## config.mk

```make
export PLATFORM = sky130hd
export DESIGN_NAME = spc_serial_ctrl
export DESIGN_NICKNAME = d
export VERILOG_FILES = /design/src/spc_pkg.sv /design/src/spc_serial_ctrl.sv
export SDC_FILE = /design/constraint.sdc
export NUM_CORES = 1
export LEC_CHECK = 0
export ABC_AREA = 1
export BUFFER_PORTS_ARGS = -buffer_cell sky130_fd_sc_hd__buf_4
export CAP_MARGIN = 20
export CORE_AREA = 2 2 132 102
export DETAILED_ROUTE_END_ITERATION = 16
export DIE_AREA = 0 0 134 104
export GPL_TIMING_DRIVEN = 0
export MAX_ROUTING_LAYER = met4
export PLACE_DENSITY = 0.73
export SYNTH_ARGS = -nofsm -noshare
export SYNTH_HDL_FRONTEND = slang
export SYNTH_SLANG_ARGS = --single-unit
export TNS_END_PERCENT = 1
```

## constraint.sdc

```tcl
create_clock -name i_clock -period 2.6 [get_ports i_clock]
set_clock_uncertainty 0.1 [all_clocks]
set_input_delay 0.26 -clock i_clock [delete_from_list [all_inputs] [get_ports i_clock]]
set_output_delay 0.26 -clock i_clock [all_outputs]
set_load 0.02 [all_outputs]
```

## src/spc_pkg.sv

```systemverilog
package spc_pkg;
	// register byte addresses
	localparam logic [7:0] ADDR_CONTROL    = 8'h00;
	localparam logic [7:0] ADDR_STATUS     = 8'h04;
	localparam logic [7:0] ADDR_TX_DATA    = 8'h08;
	localparam logic [7:0] ADDR_RX_DATA    = 8'h0c;
	localparam logic [7:0] ADDR_MODE       = 8'h10;
	localparam logic [7:0] ADDR_INT_STATUS = 8'h14;
	localparam logic [7:0] ADDR_INT_MASK   = 8'h18;

	// control register fields
	localparam int CTRL_TX_IRQ_EN = 7;
	localparam int CTRL_RX_IRQ_EN = 6;
	localparam int CTRL_TX_EN     = 5;
	localparam int CTRL_RX_EN     = 4;

	// status register fields
	localparam int ST_TX_EMPTY = 7;
	localparam int ST_RX_FULL  = 6;
	localparam int ST_OVERRUN  = 5;
	localparam int ST_FRAMING  = 4;
	localparam int ST_PARITY   = 3;

	// mode register fields
	localparam int MODE_SYNC      = 7;
	localparam int MODE_PARITY_EN = 5;
	localparam int MODE_ODD       = 4;

	// event bits of interrupt status and mask
	localparam int EV_TX  = 0;
	localparam int EV_RX  = 1;
	localparam int EV_ERR = 2;
	localparam int EV_W   = 3;

	localparam logic [7:0] CONTROL_RESET = 8'h00;
	localparam logic [7:0] MODE_RESET    = 8'h00;
	localparam logic [7:0] DATA_RESET    = 8'h00;

	localparam logic [3:0] FRAME_BITS_ASYNC_PAR = 4'h9;
	localparam logic [3:0] FRAME_BITS_PLAIN     = 4'h8;
	localparam logic [3:0] TX_LEN_ASYNC_PAR     = 4'hb;
	localparam logic [3:0] TX_LEN_ASYNC         = 4'ha;
	localparam logic [3:0] TX_LEN_SYNC          = 4'h8;

	// timing
	localparam int CLOCK_HZ    = 10000000;
	localparam int BIT_RATE    = 9600;
	localparam int BIT_CYCLES  = CLOCK_HZ / BIT_RATE;

	typedef enum logic [1:0] {
		RX_IDLE  = 2'b00,
		RX_START = 2'b01,
		RX_DATA  = 2'b11,
		RX_STOP  = 2'b10
	} spc_rx_state_type;
endpackage : spc_pkg

```

## src/spc_serial_ctrl.sv

```systemverilog
// Our own choices: the address map and the Wishbone slave port.
`timescale 1ns/1ps
// Contract
// - tx irq needs enable and empty flag
// - tx irq ends by flag clear or disable
// - rx irq enable gates full and error
// - rx irqs end by flag clear or disable
// - tx disabled holds empty flag at one
// - clearing empty flag starts transmission
// - rx disable keeps receive flags unchanged
// - rx starts on start bit or clock
// - control register always readable and writable
module spc_serial_ctrl #(
	parameter int BIT_CYCLES = spc_pkg::BIT_CYCLES
) (
	input  wire logic        i_clock,
	input  wire logic        i_rst_n,
	input  wire logic        i_wb_cyc,
	input  wire logic        i_wb_stb,
	input  wire logic        i_wb_we,
	input  wire logic [7:0]  i_wb_adr,
	input  wire logic [31:0] i_wb_dat,
	input  wire logic [3:0]  i_wb_sel,
	output logic      [31:0] o_wb_dat,
	output logic             o_wb_ack,
	input  wire logic        i_rxd,
	input  wire logic        i_sck,
	output logic             o_txd,
	output logic             o_tx_empty_irq,
	output logic             o_rx_full_irq,
	output logic             o_rx_error_irq,
	output logic             o_irq
);
	localparam int TW = $clog2(BIT_CYCLES + 1);
	localparam logic [TW-1:0] FULL_BIT = TW'(BIT_CYCLES - 1);
	localparam logic [TW-1:0] HALF_BIT = TW'(BIT_CYCLES / 2);

	logic [7:0]                  serial_control;
	logic [7:0]                  serial_mode;
	logic [7:0]                  tx_data_reg;
	logic [7:0]                  rx_data_reg;
	logic                        tx_empty_flag;
	logic                        rx_full_flag;
	logic                        framing_error_flag;
	logic                        parity_error_flag;
	logic                        overrun_error_flag;
	logic [7:0]                  status;
	logic [7:0]                  seen;
	logic [7:0]                  clear_req;
	logic [spc_pkg::EV_W-1:0]    int_status;
	logic [spc_pkg::EV_W-1:0]    int_mask;
	logic [spc_pkg::EV_W-1:0]    events;
	logic                        rxd_s1, rxd_s2, rxd_d;
	logic                        sck_s1, sck_s2, sck_d;
	logic                        tx_busy, tx_first;
	logic [3:0]                  tx_left;
	logic [10:0]                 tx_shift;
	logic [TW-1:0]               tx_timer;
	spc_pkg::spc_rx_state_type   rx_state;
	logic [TW-1:0]               rx_timer;
	logic [3:0]                  rx_count;
	logic [8:0]                  rx_shift;
	logic                        rx_done;
	logic [7:0]                  rx_word;
	logic                        rx_bad_stop, rx_bad_par;

	wire tx_irq_enable = serial_control[spc_pkg::CTRL_TX_IRQ_EN];
	wire rx_irq_enable = serial_control[spc_pkg::CTRL_RX_IRQ_EN];
	wire tx_enable     = serial_control[spc_pkg::CTRL_TX_EN];
	wire rx_enable     = serial_control[spc_pkg::CTRL_RX_EN];
	wire sync_mode     = serial_mode[spc_pkg::MODE_SYNC];
	wire parity_en     = serial_mode[spc_pkg::MODE_PARITY_EN] & ~sync_mode;
	wire odd_parity    = serial_mode[spc_pkg::MODE_ODD];

	// bus: reads sampled on the request cycle, writes land on the ack edge
	wire bus_req  = i_wb_cyc & i_wb_stb & ~o_wb_ack;
	wire bus_wr   = i_wb_cyc & i_wb_stb & i_wb_we & o_wb_ack & i_wb_sel[0];
	wire rd_stat  = bus_req & ~i_wb_we & (i_wb_adr == spc_pkg::ADDR_STATUS);
	wire wr_ctrl  = bus_wr & (i_wb_adr == spc_pkg::ADDR_CONTROL);
	wire wr_stat  = bus_wr & (i_wb_adr == spc_pkg::ADDR_STATUS);
	wire wr_txd   = bus_wr & (i_wb_adr == spc_pkg::ADDR_TX_DATA);
	wire wr_mode  = bus_wr & (i_wb_adr == spc_pkg::ADDR_MODE);
	wire wr_istat = bus_wr & (i_wb_adr == spc_pkg::ADDR_INT_STATUS);
	wire wr_imask = bus_wr & (i_wb_adr == spc_pkg::ADDR_INT_MASK);

	// link inputs
	wire sck_rise = sck_s2 & ~sck_d;
	wire sck_fall = ~sck_s2 & sck_d;
	wire rxd_fall = ~rxd_s2 & rxd_d;

	wire tx_load  = tx_enable & ~tx_empty_flag & ~tx_busy;
	wire tx_step  = tx_first | (sync_mode ? sck_fall : (tx_timer == '0));
	wire rx_xfer  = rx_done & rx_enable;
	wire rx_fresh = rx_xfer & ~rx_full_flag;
	wire rx_over  = rx_xfer & rx_full_flag;
	wire [8:0] next_rx_shift = {rxd_s2, rx_shift[8:1]};
	wire [3:0] rx_frame_bits = parity_en ? spc_pkg::FRAME_BITS_ASYNC_PAR
	                                     : spc_pkg::FRAME_BITS_PLAIN;
	wire rx_sample = sync_mode ? sck_rise : (rx_timer == '0);

	always_comb begin
		status = 8'h00;
		status[spc_pkg::ST_TX_EMPTY] = tx_empty_flag;
		status[spc_pkg::ST_RX_FULL]  = rx_full_flag;
		status[spc_pkg::ST_OVERRUN]  = overrun_error_flag;
		status[spc_pkg::ST_FRAMING]  = framing_error_flag;
		status[spc_pkg::ST_PARITY]   = parity_error_flag;
	end

	// a zero written clears a flag only after it was read as one
	assign clear_req = seen & ~i_wb_dat[7:0] & {8{wr_stat}};

	assign o_tx_empty_irq = tx_empty_flag & tx_irq_enable;
	assign o_rx_full_irq  = rx_full_flag & rx_irq_enable;
	assign o_rx_error_irq = (framing_error_flag | parity_error_flag
	                        | overrun_error_flag) & rx_irq_enable;
	assign o_irq          = |(int_status & int_mask);

	always_ff @(posedge i_clock) begin
		if (!i_rst_n) begin
			o_wb_ack <= 1'b0;
			o_wb_dat <= 32'h0000_0000;
		end else begin
			o_wb_ack <= bus_req;
			if (bus_req) begin
				o_wb_dat <= 32'h0000_0000;
				case (i_wb_adr)
					spc_pkg::ADDR_CONTROL:    o_wb_dat[7:0] <= serial_control;
					spc_pkg::ADDR_STATUS:     o_wb_dat[7:0] <= status;
					spc_pkg::ADDR_TX_DATA:    o_wb_dat[7:0] <= tx_data_reg;
					spc_pkg::ADDR_RX_DATA:    o_wb_dat[7:0] <= rx_data_reg;
					spc_pkg::ADDR_MODE:       o_wb_dat[7:0] <= serial_mode;
					spc_pkg::ADDR_INT_STATUS: o_wb_dat[spc_pkg::EV_W-1:0] <= int_status;
					spc_pkg::ADDR_INT_MASK:   o_wb_dat[spc_pkg::EV_W-1:0] <= int_mask;
					default:                  o_wb_dat <= 32'h0000_0000;
				endcase
			end
		end
	end

	always_ff @(posedge i_clock) begin
		if (!i_rst_n) begin
			serial_control <= spc_pkg::CONTROL_RESET;
			serial_mode    <= spc_pkg::MODE_RESET;
			tx_data_reg    <= spc_pkg::DATA_RESET;
			int_mask       <= '0;
		end else begin
			if (wr_ctrl) begin
				serial_control <= i_wb_dat[7:0];
			end
			if (wr_mode) begin
				serial_mode <= i_wb_dat[7:0];
			end
			if (wr_txd) begin
				tx_data_reg <= i_wb_dat[7:0];
			end
			if (wr_imask) begin
				int_mask <= i_wb_dat[spc_pkg::EV_W-1:0];
			end
		end
	end

	always_ff @(posedge i_clock) begin
		if (!i_rst_n) begin
			seen <= 8'h00;
		end else begin
			seen <= status & (seen | {8{rd_stat}});
		end
	end

	always_ff @(posedge i_clock) begin
		if (!i_rst_n) begin
			tx_empty_flag <= 1'b1;
		end else if (!tx_enable) begin
			tx_empty_flag <= 1'b1;
		end else if (tx_load) begin
			tx_empty_flag <= 1'b1;
		end else if (clear_req[spc_pkg::ST_TX_EMPTY]) begin
			tx_empty_flag <= 1'b0;
		end
	end

	// receive flags: only the receiver sets them, set wins over clear
	always_ff @(posedge i_clock) begin
		if (!i_rst_n) begin
			rx_full_flag       <= 1'b0;
			overrun_error_flag <= 1'b0;
			framing_error_flag <= 1'b0;
			parity_error_flag  <= 1'b0;
			rx_data_reg        <= spc_pkg::DATA_RESET;
		end else begin
			if (rx_fresh) begin
				rx_full_flag <= 1'b1;
				rx_data_reg  <= rx_word;
			end else if (clear_req[spc_pkg::ST_RX_FULL]) begin
				rx_full_flag <= 1'b0;
			end
			if (rx_over) begin
				overrun_error_flag <= 1'b1;
			end else if (clear_req[spc_pkg::ST_OVERRUN]) begin
				overrun_error_flag <= 1'b0;
			end
			if (rx_fresh & rx_bad_stop) begin
				framing_error_flag <= 1'b1;
			end else if (clear_req[spc_pkg::ST_FRAMING]) begin
				framing_error_flag <= 1'b0;
			end
			if (rx_fresh & rx_bad_par) begin
				parity_error_flag <= 1'b1;
			end else if (clear_req[spc_pkg::ST_PARITY]) begin
				parity_error_flag <= 1'b0;
			end
		end
	end

	assign events = {rx_over | (rx_fresh & (rx_bad_stop | rx_bad_par)), rx_fresh, tx_load};

	always_ff @(posedge i_clock) begin
		if (!i_rst_n) begin
			int_status <= '0;
		end else begin
			int_status <= (int_status & ~(i_wb_dat[spc_pkg::EV_W-1:0] & {spc_pkg::EV_W{wr_istat}}))
			              | events;
		end
	end

	always_ff @(posedge i_clock) begin
		if (!i_rst_n) begin
			rxd_s1 <= 1'b1;
			rxd_s2 <= 1'b1;
			rxd_d  <= 1'b1;
			sck_s1 <= 1'b1;
			sck_s2 <= 1'b1;
			sck_d  <= 1'b1;
		end else begin
			rxd_s1 <= i_rxd;
			rxd_s2 <= rxd_s1;
			rxd_d  <= rxd_s2;
			sck_s1 <= i_sck;
			sck_s2 <= sck_s1;
			sck_d  <= sck_s2;
		end
	end

	// transmitter: lsb first; async adds start, optional parity, stop
	always_ff @(posedge i_clock) begin
		if (!i_rst_n) begin
			tx_busy  <= 1'b0;
			tx_first <= 1'b0;
			tx_left  <= 4'h0;
			tx_shift <= 11'h7ff;
			tx_timer <= '0;
			o_txd    <= 1'b1;
		end else if (!tx_enable) begin
			tx_busy  <= 1'b0;
			tx_first <= 1'b0;
			o_txd    <= 1'b1;
		end else if (tx_load) begin
			tx_busy  <= 1'b1;
			tx_first <= 1'b1;
			tx_timer <= '0;
			if (sync_mode) begin
				tx_shift <= {3'b111, tx_data_reg};
				tx_left  <= spc_pkg::TX_LEN_SYNC;
			end else if (parity_en) begin
				tx_shift <= {1'b1, ^tx_data_reg ^ odd_parity, tx_data_reg, 1'b0};
				tx_left  <= spc_pkg::TX_LEN_ASYNC_PAR;
			end else begin
				tx_shift <= {2'b11, tx_data_reg, 1'b0};
				tx_left  <= spc_pkg::TX_LEN_ASYNC;
			end
		end else if (tx_busy) begin
			if (tx_step) begin
				tx_first <= 1'b0;
				tx_timer <= FULL_BIT;
				if (tx_left == 4'h0) begin
					tx_busy <= 1'b0;
					o_txd   <= 1'b1;
				end else begin
					o_txd    <= tx_shift[0];
					tx_shift <= {1'b1, tx_shift[10:1]};
					tx_left  <= tx_left - 4'h1;
				end
			end else if (tx_timer != '0) begin
				tx_timer <= tx_timer - TW'(1);
			end
		end
	end

	// receiver
	always_ff @(posedge i_clock) begin
		if (!i_rst_n) begin
			rx_state    <= spc_pkg::RX_IDLE;
			rx_timer    <= '0;
			rx_count    <= 4'h0;
			rx_shift    <= 9'h000;
			rx_done     <= 1'b0;
			rx_word     <= 8'h00;
			rx_bad_stop <= 1'b0;
			rx_bad_par  <= 1'b0;
		end else begin
			rx_done <= 1'b0;
			if (!rx_enable) begin
				rx_state <= spc_pkg::RX_IDLE;
			end else begin
				case (rx_state)
					spc_pkg::RX_IDLE: begin
						if (sync_mode) begin
							if (sck_rise) begin
								rx_shift <= next_rx_shift;
								rx_count <= 4'h1;
								rx_state <= spc_pkg::RX_DATA;
							end
						end else if (rxd_fall) begin
							rx_timer <= HALF_BIT;
							rx_state <= spc_pkg::RX_START;
						end
					end
					spc_pkg::RX_START: begin
						if (rx_timer != '0) begin
							rx_timer <= rx_timer - TW'(1);
						end else if (!rxd_s2) begin
							rx_timer <= FULL_BIT;
							rx_count <= 4'h0;
							rx_state <= spc_pkg::RX_DATA;
						end else begin
							rx_state <= spc_pkg::RX_IDLE;
						end
					end
					spc_pkg::RX_DATA: begin
						if (rx_sample) begin
							rx_shift <= next_rx_shift;
							rx_count <= rx_count + 4'h1;
							rx_timer <= FULL_BIT;
							if (rx_count + 4'h1 == rx_frame_bits) begin
								if (sync_mode) begin
									rx_done     <= 1'b1;
									rx_word     <= next_rx_shift[8:1];
									rx_bad_stop <= 1'b0;
									rx_bad_par  <= 1'b0;
									rx_state    <= spc_pkg::RX_IDLE;
								end else begin
									rx_state <= spc_pkg::RX_STOP;
								end
							end
						end else if (!sync_mode && rx_timer != '0) begin
							rx_timer <= rx_timer - TW'(1);
						end
					end
					spc_pkg::RX_STOP: begin
						if (rx_timer != '0) begin
							rx_timer <= rx_timer - TW'(1);
						end else begin
							rx_done     <= 1'b1;
							rx_word     <= parity_en ? rx_shift[7:0] : rx_shift[8:1];
							rx_bad_stop <= ~rxd_s2;
							rx_bad_par  <= parity_en & (^rx_shift ^ odd_parity);
							rx_state    <= spc_pkg::RX_IDLE;
						end
					end
					default: rx_state <= spc_pkg::RX_IDLE;
				endcase
			end
		end
	end
endmodule : spc_serial_ctrl

```

; After elaboration in Yosys (flattened, before gate mapping)
; Cells that the tools add are included.
[word_totals]
n_memories = 0
register_bits = 132
input_bits = 51
latch_bits = 0
elab_cells = 239
romBits = 0
ram_bits = 0
[op_classes]
n_shift = 0
n_eq_ne = 26
n_bitwise = 58
n_div = 0
order_cmp = 0
mul = 0
add_sub_neg = 4
reduce_logical = 34
n_mux = 83
[op_table]
columns = cell, count
row1 = $mux 11, 15
row2 = $pmux 11 s4, 1
row3 = $mux 8, 5
row4 = $mux 4, 9
row5 = $and 1x1->1, 29
row6 = $mux 1, 29
row7 = $mux 9, 3
row8 = $pmux 5 s5, 1
row9 = $and 8x8->8, 3
row10 = $eq 8x5->1 const B, 3
row11 = $ne 2x2->1 const B, 12
row12 = $logic_not 11->1, 2
row13 = $reduce_bool 11->1, 2
row14 = $sub 11x1->11 const B, 2
row15 = $mux 10, 2
row16 = $mux 2, 10
row17 = $pmux 3 s6, 1
row18 = $pmux 9 s2, 1
row19 = $reduce_and 6->1, 3
row20 = $eq 8x4->1 const B, 2
row21 = $pmux 8 s2, 1
row22 = $reduce_bool 2->1, 8
row23 = $ne 3x3->1 const B, 4
row24 = $not 1->1, 12
row25 = other kinds (30), 45

; Logic depth before layout (Yosys ltp)
; Gate-level depths: netlist of run 1.
[logic_depth]
depth_word = 9
ltp_mapped = 14

; Worst setup path after synthesis of run 1
; Ideal clock, no wire load.
[synth_timing]
path_type = register -> register
from = register tx_timer[0]
to = register tx_shift[1]
path_stages_with_launch = 13
arrival_time_ps = 1538
synth_period_minus_slack_ps = 1771
setup_slack_ps = 829
cell_sequence = dfxtp_1 inv_1 ha_1 nand3_2 nor2_4 nand2_2 nor2_4 nand2_2 nand3_2 nand2_2 buf_2 nand2_1 nand3_1
[synth_between]
elab_chain_cells = 5
[synth_rtl]
columns = element, line
row1 = "start, declared", spc_serial_ctrl.sv:58  ; logic [TW-1:0] tx_timer;
row2 = "start signal, assigned", spc_serial_ctrl.sv:285  ; tx_timer <= tx_timer - TW'(1);
row3 = $logic_not 11->1, spc_serial_ctrl.sv:92  ; wire tx_step = tx_first | (sync_mode ? sck_fall : (tx_timer == '0));
row4 = $mux 1, spc_serial_ctrl.sv:92
row5 = $or 1x1->1, spc_serial_ctrl.sv:92
row6 = $reduce_bool 2->1 (no source line), -
row7 = $reduce_and 4->1 (no source line), -
row8 = "end signal, assigned", spc_serial_ctrl.sv:263  ; tx_shift <= {3'b111, tx_data_reg};
row9 = "end signal, assigned", spc_serial_ctrl.sv:266  ; tx_shift <= {1'b1, ^tx_data_reg ^ odd_parity, tx_data_reg, 1'b0};
row10 = "end signal, assigned", spc_serial_ctrl.sv:269  ; tx_shift <= {2'b11, tx_data_reg, 1'b0};
row11 = "end, declared", spc_serial_ctrl.sv:57  ; logic [10:0] tx_shift;
; Every way passes these cells.
; A chain may end at the register's enable or synchronous reset.

; Final worst setup path of run 1
; Ends and elaborated chain as after synthesis.

==> metrics.txt, run 1 <==
die span in x 134 um; DRC 0; most common cell after layout, fill and taps aside nand2_1; CP arrival 2.20 ns; fin area 8000 um2; Async S/R FF share, synth 0%; Net count, final 1121; All-Layer GR Usage between 20% and 30%; Worst Hold Class in -> reg; ANT cells 0; most frequent cells in the layout 237 x nand2_1, 128 x dfxtp_1, 119 x nor2_1, 90 x inv_1, 80 x a21oi_1; Final Setup Violations 0; XOR/XNOR share of the synthesized area 2.85%; initial drt markers 638; clk_lat worst skew 0.42 ns; vias in the first global route 5995; post-synthesis mux area share 0%; period utilization roughly 80%; Post-Syn Instances 985; top flop regs rx_timer (11), tx_timer (11), tx_shift (10); complex-gate fraction of the synthesized area 15.2%; Boundary Pins 89; Adder-Cell Fraction of Synth Area 0.925%; RSZ-0062 raised after global routing no; Slew Limit Fails 0; P per Cell Area between 600 and 700 nW/um2; wirelength, routed roughly 18000 um; Clock Root Buffer clkbuf_16; YS warnings 0; WS Path Type reg -> reg; CP startpoint tx_timer[0]; min Tclk post-route 2.04 ns; share of cells above drive strength 1 14.9%; post-route ant nets 0; grt ovf 0; TritonCTS clock tree yes; DR vias/cell 5.30; Initial Utilization 53.4%; syn_area_per_cell between 6 and 7 um2; DIE AREA 13900 um2; post-CTS setup buffers 0; CTS max path bufs 2; Layout area overhead 18.3%; DR pass1 iterations 5; Worst setup EP type register; RR Startpoint tx_timer[0]; EDFF count, synth 0; type of origin of the critical path register; Worst Path Max Fanout 10; # port buffers 36; final worst slack around 0.56 ns; largest family of logic cells by synthesized area simple AND/OR/NAND/NOR gates; Core Util, Final 63.2%; fill count 1150; cts repair resizes 0; largest net degree at the start of global routing 17; MaxCap Viol Count 0; area post-placement 7330 um2; Site Rows 36; Leakage 3.53 nW; outcome complete, no violations; post-DP HPWL 13000 um; WL/cell 14.5 um; Slew HR 40.6%; Placer Congestion between 0.9 and 1; Yosys reg bits 128; Post-Synth Simple-Gate Area 32.5%; H-tree level count 4; clock transition at the registers of the reported paths 0.06 ns; hold path startpoint i_wb_dat[7]; WP data required around 2.8 ns; commonest register cell after synthesis dfxtp_1; Seq/Total Area, Yosys 37.9%; Yosys cell types 50; vias 6619; fmax 491 MHz; number of buffers created by CTS 17; # clock sinks 128; Worst IR Drop VDD 451 uV; Fin Hold WS 0.0269 ns; Die H 104 um; placeable core area 12700 um2; TNS Setup 0 ns; Post-Syn Area 6760 um2; global-route wire length before repair 29500 um; Worst-Margin Slew 0.892 ns; pre-CTS setup slack 0.470 ns; initial antenna violation count 0; Hold Fails Final Rpt 0
metrics by stage:
| step | power [W] | instances |
|---|---|---|
| finish | 0.00480 | 1248 |
| global placement | 0.00223 | 1215 |
| CTS | 0.00480 | 1248 |
| detailed placement | 0.00223 | 1215 |
| floorplan | 0.00215 | 1008 |
| global route | 0.00492 | 1248 |
layer usage:
metal,track usage [%],share of wire (%)
met4,9.19,1.8
met3,5.80,8.9
met5,-,0
met2,39.4,42
met1,37.6,48
worst max-delay path, stage by stage (launching register included):
cell and delay, ns:
dfxtp_1 0.32, inv_1 0.07, ha_1 0.20, nand3_2 0.14, nor2_4 0.15, nand2_2 0.09, nor2_4 0.12, nand2_2 0.07
nand3_2 0.11, nand2_2 0.13, buf_2 0.23, nand2_1 0.08, nand3_1 0.08
logic make-up after synthesis:
| logic type | Yosys count |
|---|---|
| flip-flops | 128 |
| AND/OR/NAND/NOR | 484 |
| buffers and inverters | 158 |
| XOR/XNOR | 22 |
| adder cells (fa/ha/maj) | 5 |
| AO/OA/AOI/OAI | 187 |
| other | 1 |
cell usage after synthesis, types with 2 or more instances:
master    count  area, um2
a22oi_1       5       37.5
nand3_2       6       60.1
clkbuf_1     19       71.3
o21ai_2       2       17.5
xor2_1       13        114
inv_4         4       25.0
o22ai_1       8       50.1
inv_2        11       41.3
nand2_2       5       31.3
o21ai_1       5       25.0
xnor2_1       9       78.8
nor2_1      119        447
inv_1        90        338
or2_2         5       31.3
nor2_4        6       67.6
buf_2         4       20.0
buf_4        24        180
nand4_1       8       50.1
dfxtp_1     128       2560
nand2_4       5       56.3
nand3b_1      3       22.5
nor3_1       20        100
nor2_2       10       62.6
buf_1         3       11.3
o21ai_0      72        360
buf_6         3       33.8
ha_1          5       62.6
a211oi_1      4       30.0
a21oi_1      80        400
nand3_1      53        265
nand2_1     237        890
path summary, 6_finish.rpt:
check	endpoint	depth (start not counted)	slack (ns)
worst max-delay path	tx_shift[1]	12	0.56
worst min-delay path	tx_data_reg[7]	3	0.03
worst max register to register	tx_shift[1]	12	0.56
worst min register to register	rxd_s2	1	0.32
power breakdown:
| group | leakage, nW | switching, W | internal (W) | total, W |
|---|---|---|---|---|
| logic | 2.18 | 0.000138 | 0.0000802 | 0.000218 |
| clock network | 0.313 | 0.000916 | 0.00169 | 0.00260 |
| registers | 1.03 | 0.00000743 | 0.00197 | 0.00198 |
area by class of cell:
type                    instances  area (um2)  share of cell area (%)
plain buffers                  53         317                    3.96
clock buffers                  20         467                    5.83
clock inverters                11         180                    2.25
inverters                     105         404                    5.05
multi-input cells             722        3570                    44.6
flip-flops and latches        128        2560                    32.0
well taps                     171         214                    2.67
repair buffers                 38         290                    3.63
repair_timing:
item,CTS,global route
endpoints found under the hold margin,2,0
hold buffers,2,0
endpoints found under the setup margin,0,0
No activity file was read; power rests on OpenSTA's default activity.
==> run 2, diff against run 1 <==
- CORE_AREA: 2 2 132 102 -> 2 2 134 103
- DIE_AREA: 0 0 134 104 -> 0 0 136 105
- PLACE_DENSITY: 0.73 -> 0.74
- clock period: 2.6 -> 1.7 ns (I/O delays scaled with it)
==> run 2 against run 1 <==
  * The run now ends with negative setup slack left
  * Sequential power grew 53%
  * Highest routed layer unchanged
  * Worst setup slack worse by 0.68 ns
  * Total power is 45% higher
  * Clock power is 37% higher
  * Utilization is 2.1 points higher
  * Final cell count up 2.1%
  * Cell area is 5.1% higher
  * Combinational power grew 61%
  * Routed wire length rose by 3.1%
  * Critical path depth unchanged
  * Via count grew 0.91%
==> metrics.txt, run 2 (synthesized netlist as in run 1, its figures left out) <==
wirelength, routed ~19000 um; MaxCap Viol Count 0; met3 Use GR approximately 6.6%; initial drt markers 651; Final Setup Violations 40; ANT cells 0; Leakage 3.68 nW; post-DP HPWL about 13000 um; All-Layer GR Usage a little over a quarter; fill count 1149; initial antenna violation count 0; failing checks negative setup slack; routing usage on met2 38.0%; # clock sinks ~130; post-route ant nets 0; die span in x 136 um; P per Cell Area 826 nW/um2; share of cells above drive strength 1 19.9%; cells on worst reg2reg path 12; clock transition at the registers of the reported paths about 0.07 ns; # port buffers 36; Slew Limit Fails 0; Fin Hold WS 0.103 ns; DR vias/cell between 5 and 6; Die H 105 um; Boundary Pins 89; Net count, final 1146; WS Path Type reg -> reg; hold path depth 4; number of buffers created by CTS 17; outcome complete, but fails checks; CP startpoint rx_timer[0]; Worst Path Max Fanout 6; top flop regs rx_timer (11), tx_timer (11), tx_shift (10); Worst-Margin Slew ~0.87 ns; most frequent cells in the layout 228 x nand2_1, 117 x dfxtp_1, 114 x nor2_1, 84 x inv_1, 80 x a21oi_1; min Tclk post-route 1.82 ns; type of origin of the critical path register; grt ovf 0; final worst slack -0.116 ns; Initial Utilization a little over half; WL/cell 14.6 um; WP data required ~1.9 ns; M1 GR Usage 38.8%; DIE AREA 14300 um2; placeable core area 12900 um2; most common cell after layout, fill and taps aside nand2_1; Site Rows 36; RSZ-0062 raised after global routing yes; largest net degree at the start of global routing 17; Layout area overhead 24.3%; hold path startpoint i_wb_we; H-tree level count 4; global-route wire length before repair roughly 30000 um; fmax roughly 550 MHz; CP arrival 2.03 ns; Worst Hold Class in -> reg; Worst setup EP type register; vias around 6700; TritonCTS clock tree yes; Slew HR 41.9%; DRC 0; layer with the highest usage met1; clk_lat worst skew 0.43 ns; Core Util, Final about two thirds; Placer Congestion 0.950; vias in the first global route 5938; RR Startpoint rx_timer[0]; Worst IR Drop VDD 775 uV; DR pass1 iterations 5; TNS Setup -2.18 ns; Clock Root Buffer clkbuf_16; period utilization 107%; CTS max path bufs 2; Hold Fails Final Rpt 0
==> run 2: metal layers <==
layer / routed length [um] / share of wire, %
met1: 8910 / 48
met2: 7920 / 42
met3: 1490 / 8.0
met4: 336 / 1.8
met5: 0 / 0
==> run 2: critical path, cell delays in order (launching register included) <==
cell and delay (ns):
dfxtp_2 0.32, inv_2 0.08, ha_2 0.19, nand2_2 0.07, nor2_4 0.14, nand3_2 0.12, nand3_4 0.15, nand2_8 0.11
nor2_8 0.15, buf_6 0.14, nand2_2 0.04, nand2_1 0.05, nor2_1 0.04
==> run 2: metrics by stage <==
step	instances	area [um2]	total power, W	setup slack [ns]
2_1_floorplan	1008	6890	0.00330	-0.0121
3_3_place_gp	1215	7370	0.00342	-0.292
3_5_place_dp	1215	7370	0.00342	-0.330
4_1_cts	1263	8180	0.00697	-0.0824
5_1_grt	1274	8410	0.00715	-0.213
6_report	1274	8410	0.00695	-0.116
==> run 2: layout make-up <==
class | count | area (um2) | area share, %
Timing Repair Buffer | 62 | 507 | 6.03
Clock inverter | 15 | 148 | 1.76
Sequential cell | 128 | 2580 | 30.7
Clock buffer | 17 | 425 | 5.06
Buffer | 53 | 332 | 3.94
Inverter | 105 | 419 | 4.98
Multi-Input combinational cell | 723 | 3780 | 45.0
Tap cell | 171 | 214 | 2.54
==> run 2: where the power goes <==
part / leakage (nW) / switching [W] / internal (W) / total [W]
clock network: 0.274 / 0.00152 / 0.00205 / 0.00357
registers: 1.04 / 0.0000111 / 0.00301 / 0.00302
logic: 2.37 / 0.000214 / 0.000137 / 0.000351
==> run 2: timing repair <==
| action | 4_1_cts | 5_1_grt |
|---|---|---|
| setup buffers | 4 | 11 |
| gates cloned | 2 | 0 |
| gates resized for setup | 29 | 39 |
| setup endpoints to repair | 76 | 83 |
| endpoints found under the hold margin | 28 | 0 |
| hold buffers | 10 | 0 |
| pin swaps | 10 | 18 |
==> run 2: path summary, 6_finish.rpt <==
kind                      to  slack (ns)
hold / removal       seen[6]        0.10
setup reg to reg  rx_word[6]       -0.12
setup / recovery  rx_word[6]       -0.12
hold reg to reg       rxd_s2        0.31
